$ cat src/core/clk_rst_boot_pkg.sv
// Shared constants and types for clock, reset and boot control
package clk_rst_boot_pkg;
  localparam int unsigned SYS_CLK_HZ = 40_000_000;
  localparam int unsigned MSEL_W = 7;
  localparam int unsigned RATIO_COUNT = 128;
  localparam int unsigned LOCK_CYCLES = 512;
  localparam int unsigned LOCK_CNT_W = 10;
  localparam logic [9:0] LOCK_CNT_LAST = 10'h1ff;
  localparam logic [23:0] BOOT_ROM_ADDR = 24'hff0000;
  localparam logic [6:0] MSEL_RESET = 7'h00;
  localparam logic DIVIDE_RESET = 1'b0;
  localparam logic RATIO_RESET = 1'b0;
  localparam logic [2:0] BOOT_STRAP_RESET = 3'h0;
  localparam int unsigned POR_STRETCH_CYCLES = 16;
  localparam logic [4:0] POR_CNT_LAST = 5'h0f;

  typedef enum logic [2:0] {
    BOOT_ILLEGAL0 = 3'b000,
    BOOT_EXT8_LOAD = 3'b001,
    BOOT_EXT8_EXEC = 3'b010,
    BOOT_EXT16_EXEC = 3'b011,
    BOOT_SPI_SMALL = 3'b100,
    BOOT_SPI_LARGE = 3'b101,
    BOOT_ILLEGAL6 = 3'b110,
    BOOT_ILLEGAL7 = 3'b111
  } boot_mode_t;

  typedef struct packed {
    logic [6:0] multiplier_select;
    logic input_divide_flag;
    logic peripheral_ratio_select;
  } pll_cfg_t;

  typedef struct packed {
    logic boot_irq;
    logic [23:0] boot_vector;
    boot_mode_t mode;
    logic mode_valid;
  } boot_info_t;
endpackage

$ cat src/core/sync_2ff.sv
// Two flip-flop synchroniser for asynchronous pin levels
`timescale 1ns/100ps
`default_nettype none
module sync_2ff #(
  parameter int unsigned W = 1,
  parameter logic [W-1:0] RST_VAL = '0
) (
  // Clock and reset
  input wire logic i_sys_clk,
  input wire logic i_sys_rst,
  // Data
  input wire logic [W-1:0] i_async,
  output logic [W-1:0] o_sync
);
  logic [W-1:0] meta_q;
  logic [W-1:0] sync_q;

  // Meta stage feeds only the second stage
  always_ff @(posedge i_sys_clk or posedge i_sys_rst)
  begin
    if (i_sys_rst)
    begin
      meta_q <= RST_VAL;
      sync_q <= RST_VAL;
    end
    else
    begin
      meta_q <= i_async;
      sync_q <= meta_q;
    end
  end

  assign o_sync = sync_q;
endmodule
`default_nettype wire

$ cat src/core/periph_clk_gen.sv
// Peripheral clock generator: core rate or half core rate
`timescale 1ns/100ps
`default_nettype none
module periph_clk_gen
  import clk_rst_boot_pkg::*;
(
  // Clock and reset
  input wire logic i_sys_clk,
  input wire logic i_sys_rst,
  // Ratio select
  input wire logic i_half_rate,
  // Peripheral clock enable pulse and level
  output logic o_periph_en,
  output logic o_periph_lvl
);
  logic phase_q;
  logic phase_d;
  logic lvl_q;
  logic lvl_d;

  // Phase toggles each core cycle; full rate enables every cycle
  // Half rate flips the pin only on enabled cycles, so it runs at half the full-rate toggle
  always_comb
  begin
    phase_d = ~phase_q;
    lvl_d = i_half_rate ? (phase_q ? ~lvl_q : lvl_q) : ~lvl_q;
  end

  always_ff @(posedge i_sys_clk or posedge i_sys_rst)
  begin
    if (i_sys_rst)
    begin
      phase_q <= 1'b0;
      lvl_q <= 1'b0;
    end
    else
    begin
      phase_q <= phase_d;
      lvl_q <= lvl_d;
    end
  end

  assign o_periph_en = i_half_rate ? phase_q : 1'b1;
  assign o_periph_lvl = lvl_q;
endmodule
`default_nettype wire

$ cat src/core/clock_reset_boot_control.sv
// Clock ratio, reset sequencing and boot mode control
// Contract
// - Multiplier offers 128 ratio codes spanning one to thirty-two times.
// - Reset-time factor comes from bypass strap, multiplier select and divide flag.
// - Software may change the factor at run time without reset.
// - Peripheral clock is core clock or half, chosen by ratio select.
// - Clock output pin carries the peripheral clock.
// - Low reset input fully resets the device.
// - Power-on reset output asserts at power-up and on low supply.
// - Master reset empties stacks, masks interrupts, restores register defaults.
// - Reset release without bus request jumps to boot ROM at 0xFF0000.
// - Boot interrupt is nonmaskable, vectoring to start of boot ROM.
// - Boot interrupt follows hardware reset or software reset write.
// - Execution always starts in boot ROM regardless of strap pins.
// - Boot straps are sampled at hardware reset only.
// - Strap codes 1 to 5 select the five documented boot modes.
`timescale 1ns/100ps
`default_nettype none
module clock_reset_boot_control
  import clk_rst_boot_pkg::*;
#(
  parameter int unsigned MUL_W = MSEL_W
) (
  // Clock and reset
  input wire logic i_sys_clk,
  input wire logic i_sys_rst,
  // Board pins
  input wire logic i_reset_n,
  input wire logic i_bypass,
  input wire logic i_boot_select_bit2,
  input wire logic i_boot_select_bit1,
  input wire logic i_boot_select_bit0,
  input wire logic i_supply_low,
  input wire logic i_bus_request,
  // Software control
  input wire logic i_cfg_write,
  input wire pll_cfg_t i_cfg_wdata,
  input wire logic i_soft_reset,
  // PLL and clock outputs
  output pll_cfg_t o_pll_cfg,
  output logic o_pll_bypass,
  output logic o_pll_locked,
  output logic o_periph_clk_en,
  output logic o_clock_output_pin,
  // Reset outputs
  output logic o_por_n,
  output logic o_core_rst,
  output logic o_stack_clear,
  output logic o_irq_mask_all,
  // Boot outputs
  output boot_info_t o_boot,
  output logic o_boot_jump
);
  logic reset_n_s;
  logic bypass_s;
  logic [2:0] straps_s;
  logic supply_low_s;
  logic bus_req_s;

  // Synchronise every pin before use
  sync_2ff #(.W(5), .RST_VAL(5'h10)) u_sync_pins (
    .i_sys_clk(i_sys_clk),
    .i_sys_rst(i_sys_rst),
    .i_async({i_reset_n, i_bypass, i_boot_select_bit2, i_boot_select_bit1,
      i_boot_select_bit0}),
    .o_sync({reset_n_s, bypass_s, straps_s})
  );

  sync_2ff #(.W(2), .RST_VAL(2'h0)) u_sync_misc (
    .i_sys_clk(i_sys_clk),
    .i_sys_rst(i_sys_rst),
    .i_async({i_supply_low, i_bus_request}),
    .o_sync({supply_low_s, bus_req_s})
  );

  // Reset sequencer states
  typedef enum logic [1:0] {
    ST_HELD = 2'b00,
    ST_LOCK = 2'b01,
    ST_BOOT = 2'b10,
    ST_RUN = 2'b11
  } seq_state_t;

  seq_state_t state_q;
  seq_state_t state_d;
  logic [LOCK_CNT_W-1:0] lock_cnt_q;
  logic [LOCK_CNT_W-1:0] lock_cnt_d;
  logic [4:0] por_cnt_q;
  logic [4:0] por_cnt_d;
  logic por_n_q;
  logic por_n_d;
  pll_cfg_t cfg_q;
  pll_cfg_t cfg_d;
  logic bypass_q;
  logic bypass_d;
  logic [2:0] strap_q;
  logic [2:0] strap_d;
  logic irq_q;
  logic irq_d;
  logic jump_q;
  logic jump_d;
  logic hw_reset;

  // Any low on the reset pin is a full hardware reset
  // full hardware reset
  assign hw_reset = ~reset_n_s;

  // Power-on reset output: held from power-up, stretched after supply dips
  // power-on reset output
  always_comb
  begin
    por_cnt_d = por_cnt_q;
    por_n_d = por_n_q;
    if (supply_low_s)
    begin
      por_cnt_d = 5'h00;
      por_n_d = 1'b0;
    end
    else if (!por_n_q)
    begin
      if (por_cnt_q == POR_CNT_LAST)
        por_n_d = 1'b1;
      else
        por_cnt_d = por_cnt_q + 5'h01;
    end
  end

  always_ff @(posedge i_sys_clk or posedge i_sys_rst)
  begin
    if (i_sys_rst)
    begin
      por_cnt_q <= 5'h00;
      por_n_q <= 1'b0;
    end
    else
    begin
      por_cnt_q <= por_cnt_d;
      por_n_q <= por_n_d;
    end
  end

  // Sequencer: hold, lock wait, boot entry, run
  always_comb
  begin
    state_d = state_q;
    lock_cnt_d = lock_cnt_q;
    irq_d = 1'b0;
    jump_d = 1'b0;
    if (hw_reset)
    begin
      state_d = ST_HELD;
      lock_cnt_d = '0;
    end
    else
    begin
      unique case (state_q)
        ST_HELD:
        begin
          state_d = ST_LOCK;
          lock_cnt_d = '0;
        end
        ST_LOCK:
        begin
          if (lock_cnt_q == LOCK_CNT_LAST)
            state_d = ST_BOOT;
          else
            lock_cnt_d = lock_cnt_q + 1'b1;
        end
        ST_BOOT:
        begin
          if (!bus_req_s)
          begin
            irq_d = 1'b1;
            jump_d = 1'b1;
            state_d = ST_RUN;
          end
        end
        ST_RUN:
        begin
          if (i_soft_reset)
            state_d = ST_BOOT;
        end
      endcase
    end
  end

  always_ff @(posedge i_sys_clk or posedge i_sys_rst)
  begin
    if (i_sys_rst)
    begin
      state_q <= ST_HELD;
      lock_cnt_q <= '0;
      irq_q <= 1'b0;
      jump_q <= 1'b0;
    end
    else
    begin
      state_q <= state_d;
      lock_cnt_q <= lock_cnt_d;
      irq_q <= irq_d;
      jump_q <= jump_d;
    end
  end

  // PLL configuration, strap capture
  always_comb
  begin
    cfg_d = cfg_q;
    bypass_d = bypass_q;
    strap_d = strap_q;
    if (hw_reset)
    begin
      cfg_d.multiplier_select = MSEL_RESET;
      cfg_d.input_divide_flag = DIVIDE_RESET;
      cfg_d.peripheral_ratio_select = RATIO_RESET;
      bypass_d = bypass_s;
      strap_d = straps_s;
    end
    else if (i_cfg_write)
      cfg_d = i_cfg_wdata;
  end

  always_ff @(posedge i_sys_clk or posedge i_sys_rst)
  begin
    if (i_sys_rst)
    begin
      cfg_q <= '{multiplier_select: MSEL_RESET, input_divide_flag: DIVIDE_RESET,
        peripheral_ratio_select: RATIO_RESET};
      bypass_q <= 1'b0;
      strap_q <= BOOT_STRAP_RESET;
    end
    else
    begin
      cfg_q <= cfg_d;
      bypass_q <= bypass_d;
      strap_q <= strap_d;
    end
  end

  // Peripheral clock: core rate or half
  // ratio select picks divider
  periph_clk_gen u_periph (
    .i_sys_clk(i_sys_clk),
    .i_sys_rst(i_sys_rst),
    .i_half_rate(cfg_q.peripheral_ratio_select),
    .o_periph_en(o_periph_clk_en),
    .o_periph_lvl(o_clock_output_pin)
  );

  assign o_pll_cfg = cfg_q;
  assign o_pll_bypass = bypass_q;
  assign o_pll_locked = (state_q == ST_BOOT) || (state_q == ST_RUN);

  // stacks empty and interrupts masked in reset
  assign o_core_rst = (state_q == ST_HELD) || (state_q == ST_LOCK);
  assign o_stack_clear = o_core_rst;
  assign o_irq_mask_all = o_core_rst;
  assign o_por_n = por_n_q;

  // nonmaskable boot interrupt to ROM start
  assign o_boot.boot_irq = irq_q;
  assign o_boot.boot_vector = BOOT_ROM_ADDR;
  assign o_boot.mode = boot_mode_t'(strap_q);
  assign o_boot.mode_valid = (strap_q != BOOT_ILLEGAL0) && (strap_q != BOOT_ILLEGAL6)
    && (strap_q != BOOT_ILLEGAL7);
  assign o_boot_jump = jump_q;

  a_lock_interval: assert property (@(posedge i_sys_clk) disable iff (i_sys_rst)
    (state_q == ST_LOCK && lock_cnt_q == '0 && !hw_reset) |->
    o_core_rst [*8])
    else $error("core reset released too early");

  // boot jump waits until bus request is released
  a_boot_bus: assert property (@(posedge i_sys_clk) disable iff (i_sys_rst)
    o_boot_jump |-> !$past(bus_req_s))
    else $error("boot jump taken during bus request");

  // vector is boot ROM start, taken only out of reset
  a_boot_vector: assert property (@(posedge i_sys_clk) disable iff (i_sys_rst)
    o_boot.boot_irq |-> (o_boot.boot_vector == 24'hff0000 && o_boot_jump && o_pll_locked
    && !o_core_rst))
    else $error("boot interrupt without ROM vector");

  // reset pin low forces core reset
  a_hw_reset: assert property (@(posedge i_sys_clk) disable iff (i_sys_rst)
    hw_reset |=> o_core_rst && o_irq_mask_all && o_stack_clear)
    else $error("reset pin did not reset core");

  a_cfg_write: assert property (@(posedge i_sys_clk) disable iff (i_sys_rst)
    (i_cfg_write && !hw_reset) |=> o_pll_cfg == $past(i_cfg_wdata))
    else $error("configuration write lost");

  a_strap_hold: assert property (@(posedge i_sys_clk) disable iff (i_sys_rst)
    !$past(hw_reset) |-> $stable(o_boot.mode))
    else $error("boot mode changed outside reset");

  a_por_dip: assert property (@(posedge i_sys_clk) disable iff (i_sys_rst)
    supply_low_s |=> !o_por_n [*2])
    else $error("power-on reset not asserted on supply dip");

  // software reset leads to boot interrupt
  a_soft_boot: assert property (@(posedge i_sys_clk) disable iff (i_sys_rst)
    (state_q == ST_RUN && i_soft_reset && !hw_reset && !bus_req_s) |=>
    ##1 o_boot.boot_irq)
    else $error("software reset gave no boot interrupt");
endmodule
`default_nettype wire

$ cat config.mk
export PLATFORM = sky130hd
export DESIGN_NAME = clock_reset_boot_control
export DESIGN_NICKNAME = d
export VERILOG_FILES = /design/src/core/clk_rst_boot_pkg.sv /design/src/core/sync_2ff.sv /design/src/core/periph_clk_gen.sv /design/src/core/clock_reset_boot_control.sv
export SDC_FILE = /design/constraint.sdc
export NUM_CORES = 1
export LEC_CHECK = 0
export BUFFER_PORTS_ARGS = -buffer_cell sky130_fd_sc_hd__clkbuf_2
export CORE_MARGIN = 2
export CORE_UTILIZATION = 45
export CTS_CLUSTER_SIZE = 14
export DETAILED_ROUTE_END_ITERATION = 7
export HOLD_SLACK_MARGIN = 0.02
export PLACE_DENSITY = 0.69
export REMOVE_ABC_BUFFERS = 1
export SLEW_MARGIN = 10
export SYNTH_ARGS = -nofsm -noshare
export SYNTH_HDL_FRONTEND = slang
export SYNTH_HIERARCHICAL = 1
export SYNTH_SLANG_ARGS = --single-unit
$ cat constraint.sdc
create_clock -name i_sys_clk -period 3.17 [get_ports i_sys_clk]
set_input_delay 0.634 -clock i_sys_clk [delete_from_list [all_inputs] [get_ports i_sys_clk]]
set_output_delay 0.634 -clock i_sys_clk [all_outputs]
set_load 0.05 [all_outputs]
# == After elaboration in Yosys (flattened, before gate mapping) ==
# Cells that the tools add are included.
# totals
regBits,48
inputBits,20
output_inout_bits,47
elab_cells,67
# op_classes
n_addsub,2
n_eq_ne,16
muxes,22
bitwise_logic,2
n_reduce_logical,9
# op_table
operator,n
"3-bit != test, second input constant",7
10-bit two-way mux,2
10-bit case mux with 2 select lines,1
9-bit two-way mux,2
5-bit two-way mux,3
"10-bit by 1-bit adder with 10-bit output, second input constant",1
"10-bit by 9-bit == test with 1-bit output, second input constant",1
1-bit two-way mux,9
2-bit two-way mux,4
2-bit case mux with 4 select lines,1
"2-bit by 1-bit != test with 1-bit output, second input constant",3
"5-bit by 1-bit adder with 5-bit output, second input constant",1
"5-bit by 4-bit == test with 1-bit output, second input constant",1
"2-bit == test, second input constant",2
2-bit AND reduction,2
3-bit AND reduction,1
3-bit nonzero test,1
"2-bit by 1-bit == test with 1-bit output, second input constant",1
1-bit logical AND,2
2-bit zero test,1
1-bit logical OR,2
"2-bit != test, second input constant",1
1-bit NOT,2

# == Longest topological paths before layout ==
# depth
depth_word,4
mapped_depth,7
depth_no_buf,7

# == Hierarchy ==
# Netlist, hierarchy kept.
# modules_own_cells
module,n_inst,cells_per_inst,area_each_um2,seq_area_each_um2
clock_reset_boot_control,1,170,1717.9,800.8
sync_2ff at u_sync_pins,1,11,256.5,252.7
sync_2ff at u_sync_misc,1,5,103.8,100.1
periph_clk_gen,1,6,87.6,50.0

# == Worst setup path before layout ==
# Ideal clock, no wire load.
# synth_timing
path_kind,register to output
start,register strap_q[0]
end,output o_boot[0] (netlist name)
t_arrival_ns,1.516
required_ns,2.536
slack_ns,1.020
path_stages_with_launch,3
path_buffers,0
cell_sequence,dfrtp_1 > nor3_1 > a21oi_1
# synth_rtl
element,line_no,source
"start, declared",clock_reset_boot_control.sv:96,logic [2:0] strap_q;
"start signal, assigned",clock_reset_boot_control.sv:236,strap_q <= strap_d;
"end, declared",clock_reset_boot_control.sv:51,"output boot_info_t o_boot,"

# == Final worst setup path ==
# layout_timing
start,register state_q[1]
end,output o_irq_mask_all
# layout_via
elab_chain_len,2
word_cells_on_any_way,3
classes_between,eq/ne (1); reduce/logical (2)
# layout_lines
element,line_no,source
"start, declared",clock_reset_boot_control.sv:84,seq_state_t state_q;
"start signal, assigned",clock_reset_boot_control.sv:198,state_q <= state_d;
2-bit by 1-bit == test with 1-bit output or 2-bit zero test (tied branches),clock_reset_boot_control.sv:255,assign o_core_rst = (state_q == ST_HELD) || (state_q == ST_LOCK);
1-bit logical OR *,clock_reset_boot_control.sv:255,
"end, declared",clock_reset_boot_control.sv:49,"output logic o_irq_mask_all,"
# Every way passes the cells marked *; elsewhere a longest branch is shown, timed or not.

==> impl_metrics.prom <==
# TYPE chip_impl_metric gauge
chip_impl_metric{name="dr.pass1.iters",unit=""} 4
chip_impl_metric{name="arrival",unit="ps"} 1270
chip_impl_metric{name="power_density_over_the_cells",unit="nW/um^2"} 528
chip_impl_metric{name="route.detailed.vias_per_inst",unit=""} 4.74
chip_impl_info{name="cts_tree",value="built"} 1
chip_impl_metric{name="ant_nets",unit=""} 0
chip_impl_metric{name="seq_area_frac_synth",unit=""} 0.556
chip_impl_metric{name="reg2regPathDepth",unit=""} 7
chip_impl_metric{name="first_global_vias",unit=""} 1318
chip_impl_metric{name="synth.lib_cells_used.distinct",unit=""} 38
chip_impl_info{name="crit_path_start_kind",value="flip-flop"} 1
chip_impl_metric{name="layout_worst_path_cycle_share",unit=""} 0.600
chip_impl_metric{name="drt-wirelength-per-cell",unit="um"} 11.8
chip_impl_metric{name="clk-insertion-delay-late",unit="ps"} 300
chip_impl_metric{name="ys.warnings.count",unit=""} 6
chip_impl_metric{name="antenna_found_initial",unit=""} 0
chip_impl_metric{name="clockBufferDepth",unit=""} 2
chip_impl_info{name="r2r_start",value="por_cnt_q[0]$_DFFE_PP0P_"} 1
chip_impl_metric{name="port_buffers",unit=""} 42
chip_impl_metric{name="pin_count_of_the_biggest_net_entering_global_routing",unit=""} 33
chip_impl_metric{name="synth_edf_count",unit=""} 0
chip_impl_info{name="ctsRootBufferMaster",value="sky130_fd_sc_hd__clkbuf_8"} 1
chip_impl_metric{name="total_power",unit="mW"} 1.27
chip_impl_info{name="post_synth_main_area_contributors",value="sky130_fd_sc_hd__dfrtp_1 53%, sky130_fd_sc_hd__buf_4 9.4%, sky130_fd_sc_hd__mux2i_1 4.2%, sky130_fd_sc_hd__nor2b_1 2.6%, sky130_fd_sc_hd__dfstp_2 2.4%"} 1
chip_impl_info{name="synthTopCellsByCount",value="46 x sky130_fd_sc_hd__dfrtp_1, 27 x sky130_fd_sc_hd__buf_4, 11 x sky130_fd_sc_hd__nor2_1, 10 x sky130_fd_sc_hd__nand2_1"} 1
chip_impl_metric{name="finClkSkew",unit="ps"} 10.9
chip_impl_metric{name="finalSetupViolations",unit=""} 0
chip_impl_metric{name="htree_num_levels",unit=""} 2
chip_impl_metric{name="hold_buffers",unit=""} 0
chip_impl_metric{name="overflow",unit=""} 0
chip_impl_metric{name="io_pins",unit=""} 67
chip_impl_metric{name="area.growth.synth_to_final",unit="%"} 11.0
chip_impl_metric{name="place_hpwl",unit="um"} 2520
chip_impl_metric{name="synthesis.area",unit="um^2"} 2170
chip_impl_metric{name="tritoncts.num_buffers",unit=""} 5
chip_impl_info{name="min-delay-path-class",value="input pin to asynchronous set/reset pin"} 1
chip_impl_metric{name="cts_num_sinks",unit=""} 48
chip_impl_metric{name="initialDrtViolationCount",unit=""} 75
chip_impl_metric{name="die_width",unit="um"} 73.4
chip_impl_metric{name="worstPathMaxFanout",unit=""} 9
chip_impl_metric{name="postSynth.asyncResetShare",unit=""} 1.00
chip_impl_metric{name="detail_route.wirelength",unit="um"} 3390
chip_impl_metric{name="avgSynthCellArea",unit="um^2"} 11.3
chip_impl_metric{name="initial_standard_cell_utilization_of_the_core",unit=""} 0.462
chip_impl_metric{name="layout.filler_cells",unit=""} 423
chip_impl_metric{name="synth_top_cell_area_share",unit=""} 0.531
chip_impl_metric{name="timing.fmax",unit="GHz"} 0.526
chip_impl_metric{name="reg2reg_slack",unit="ps"} 1370
chip_impl_metric{name="leakagePower",unit="nW"} 1.20
chip_impl_info{name="critPathSlowestCell",value="sky130_fd_sc_hd__dfrtp_1"} 1
chip_impl_metric{name="diodes",unit=""} 0
chip_impl_info{name="critical_path.cell_chain",value="inv_1 > clkbuf_2"} 1
chip_impl_metric{name="finalSetupTns",unit="ps"} 0
chip_impl_metric{name="synth_seq_cells",unit=""} 48
chip_impl_info{name="ys_dominant_reg_cell",value="sky130_fd_sc_hd__dfrtp_1"} 1
chip_impl_metric{name="period_minus_ws_final",unit="ps"} 1900
chip_impl_metric{name="timing.critical_path.slowest_cell_delay",unit="ps"} 490
chip_impl_metric{name="vias",unit=""} 1355
chip_impl_metric{name="post_cts.resized_instances",unit=""} 0
chip_impl_metric{name="clk_transition_reported_paths",unit="ps"} 90
chip_impl_metric{name="finalHoldViolCount",unit=""} 0
chip_impl_metric{name="gpl.final_weighted_congestion",unit=""} 0.795
chip_impl_metric{name="drive_gt1_frac",unit=""} 0.276
chip_impl_info{name="worstSetupPathType",value="flip-flop to output pin"} 1
chip_impl_metric{name="drv_cap",unit=""} 0
chip_impl_info{name="rr_endpoint",value="por_cnt_q[3]$_DFFE_PP0P_"} 1
chip_impl_metric{name="cts_setup_buffers",unit=""} 0
chip_impl_metric{name="design.final.nets",unit=""} 254
chip_impl_metric{name="final_max_slew_viol_count",unit=""} 0
chip_impl_metric{name="die-height",unit="um"} 73.4
chip_impl_info{name="yosys.cell_count.top_type",value="sky130_fd_sc_hd__dfrtp_1"} 1
chip_impl_metric{name="drt_drc_violations_left",unit=""} 0
chip_impl_metric{name="rows",unit=""} 25
chip_impl_info{name="run_status",value="completed"} 1
chip_impl_metric{name="groute.usage.overall",unit=""} 0.138
chip_impl_metric{name="floorplan.core_area",unit="um^2"} 4690
chip_impl_info{name="synth.largest_area_cell",value="sky130_fd_sc_hd__dfrtp_1"} 1
chip_impl_metric{name="maximum_vdd_ir_drop",unit="mV"} 0.291
chip_impl_info{name="rsz_0062_raised_after_global_routing",value="no"} 1
chip_impl_metric{name="crit_required",unit="ps"} 2540
chip_impl_metric{name="floorplan.die_area",unit="um^2"} 5380
chip_impl_metric{name="grt_first_pass_wirelength",unit="um"} 5710
chip_impl_metric{name="synthCells",unit=""} 192
chip_impl_info{name="cp-end-kind",value="output pin"} 1
-- cells by family (layout without fill, tap and decap cells) --
| family | Yosys count | after routing | synth area share |
|---|---|---|---|
| adder cells (fa/ha/maj) | 3 | 3 | 0.0173 |
| multiplexers | 13 | 13 | 0.0624 |
| buffers and inverters | 43 | 61 | 0.122 |
| flip-flops | 48 | 48 | 0.556 |
| AND/OR/NAND/NOR | 51 | 51 | 0.132 |
| AO/OA/AOI/OAI | 26 | 26 | 0.0791 |
| XOR/XNOR | 6 | 6 | 0.0277 |
| other | 2 | 24 | 0.00347 |
-- layout by cell type, fill, tap and decap left out, drive strengths merged, types with 2 or more instances in the layout --
master    synthesis  final
conb              2     24
nor2             11     11
dfrtp            46     46
nand4             3      3
inv              10     10
clkinvlp          0      2
a21oi             7      7
dfstp             2      2
mux2i             9      9
nand2            10     10
ha                3      3
xnor2             3      3
clkbuf            4     48
nand2b            3      3
a31oi             5      5
mux2              4      4
nor3              6      6
nor2b             9      9
nand3             5      5
o21ai             8      8
xor2              3      3
-- critical path: cells and delay by family (launching register included) --
family | cells | cell delay (ps)
DFF | 1 | 490
buffers and inverters | 2 | 480
-- worst max path at each step --
stage / startpoint / endpoint / slack, ps / cells after the start
floorplan: state_q[1]$_DFFE_PP0P_ / o_core_rst / 930 / 1
global placement: por_cnt_q[0]$_DFFE_PP0P_ / por_cnt_q[3]$_DFFE_PP0P_ / 1400 / 7
detailed placement: por_cnt_q[0]$_DFFE_PP0P_ / por_cnt_q[3]$_DFFE_PP0P_ / 1350 / 7
CTS: state_q[1]$_DFFE_PP0P_ / o_irq_mask_all / 1240 / 2
global route: state_q[1]$_DFFE_PP0P_ / o_irq_mask_all / 1170 / 2
finish: state_q[1]$_DFFE_PP0P_ / o_irq_mask_all / 1270 / 2
-- per-layer routing --
metal	global-route usage	up-vias	share of wire
met1	0.169	650	0.43
met4	0.0424	0	0.013
met5	0	-	0
met3	0.0494	5	0.055
met2	0.228	35	0.51
li1	-	665	-
-- registers in the layout (all words and copies together), names as in the netlist, 2 cells and up --
| register | count |
|---|---|
| lock_cnt_q | 10 |
| u_sync_misc/o_sync | 2 |
| strap_q | 3 |
| u_sync_pins/o_sync | 5 |
| por_cnt_q | 5 |
| o_pll_cfg | 9 |
| u_sync_pins/meta_q | 5 |
| state_q | 2 |
| u_sync_misc/meta_q | 2 |
-- through the flow --
stage	area [um^2]	std cells	hold slack (ps)	worst slack [ps]	util
2_1_floorplan	2020	181	331	926	-
3_3_place_gp	2310	278	332	1400	0.491
3_5_place_dp	2310	278	335	1350	0.491
4_1_cts	2400	286	200	1240	0.512
5_1_grt	2400	286	197	1170	0.512
6_report	2400	286	206	1270	0.512
-- layout make-up --
type | instances | area [um^2] | area share
inverter | 10 | 37.5 | 0.0156
clock buffer | 6 | 82.6 | 0.0344
sequential | 48 | 1200 | 0.501
timing repair buffer | 43 | 218 | 0.0906
multi-input combinational | 123 | 779 | 0.324
tap | 54 | 67.6 | 0.0281
clock inverter | 2 | 15.0 | 0.00625
-- report_power, final --
| group | total [mW] | leakage [nW] | switching, mW | internal (mW) |
|---|---|---|---|---|
| combinational | 0.223 | 0.552 | 0.176 | 0.0469 |
| clock | 0.374 | 0.0434 | 0.198 | 0.177 |
| sequential | 0.671 | 0.608 | 0.0265 | 0.645 |
| total | 1.27 | 1.20 | 0.400 | 0.868 |
No activity file was read; power rests on OpenSTA's default activity.
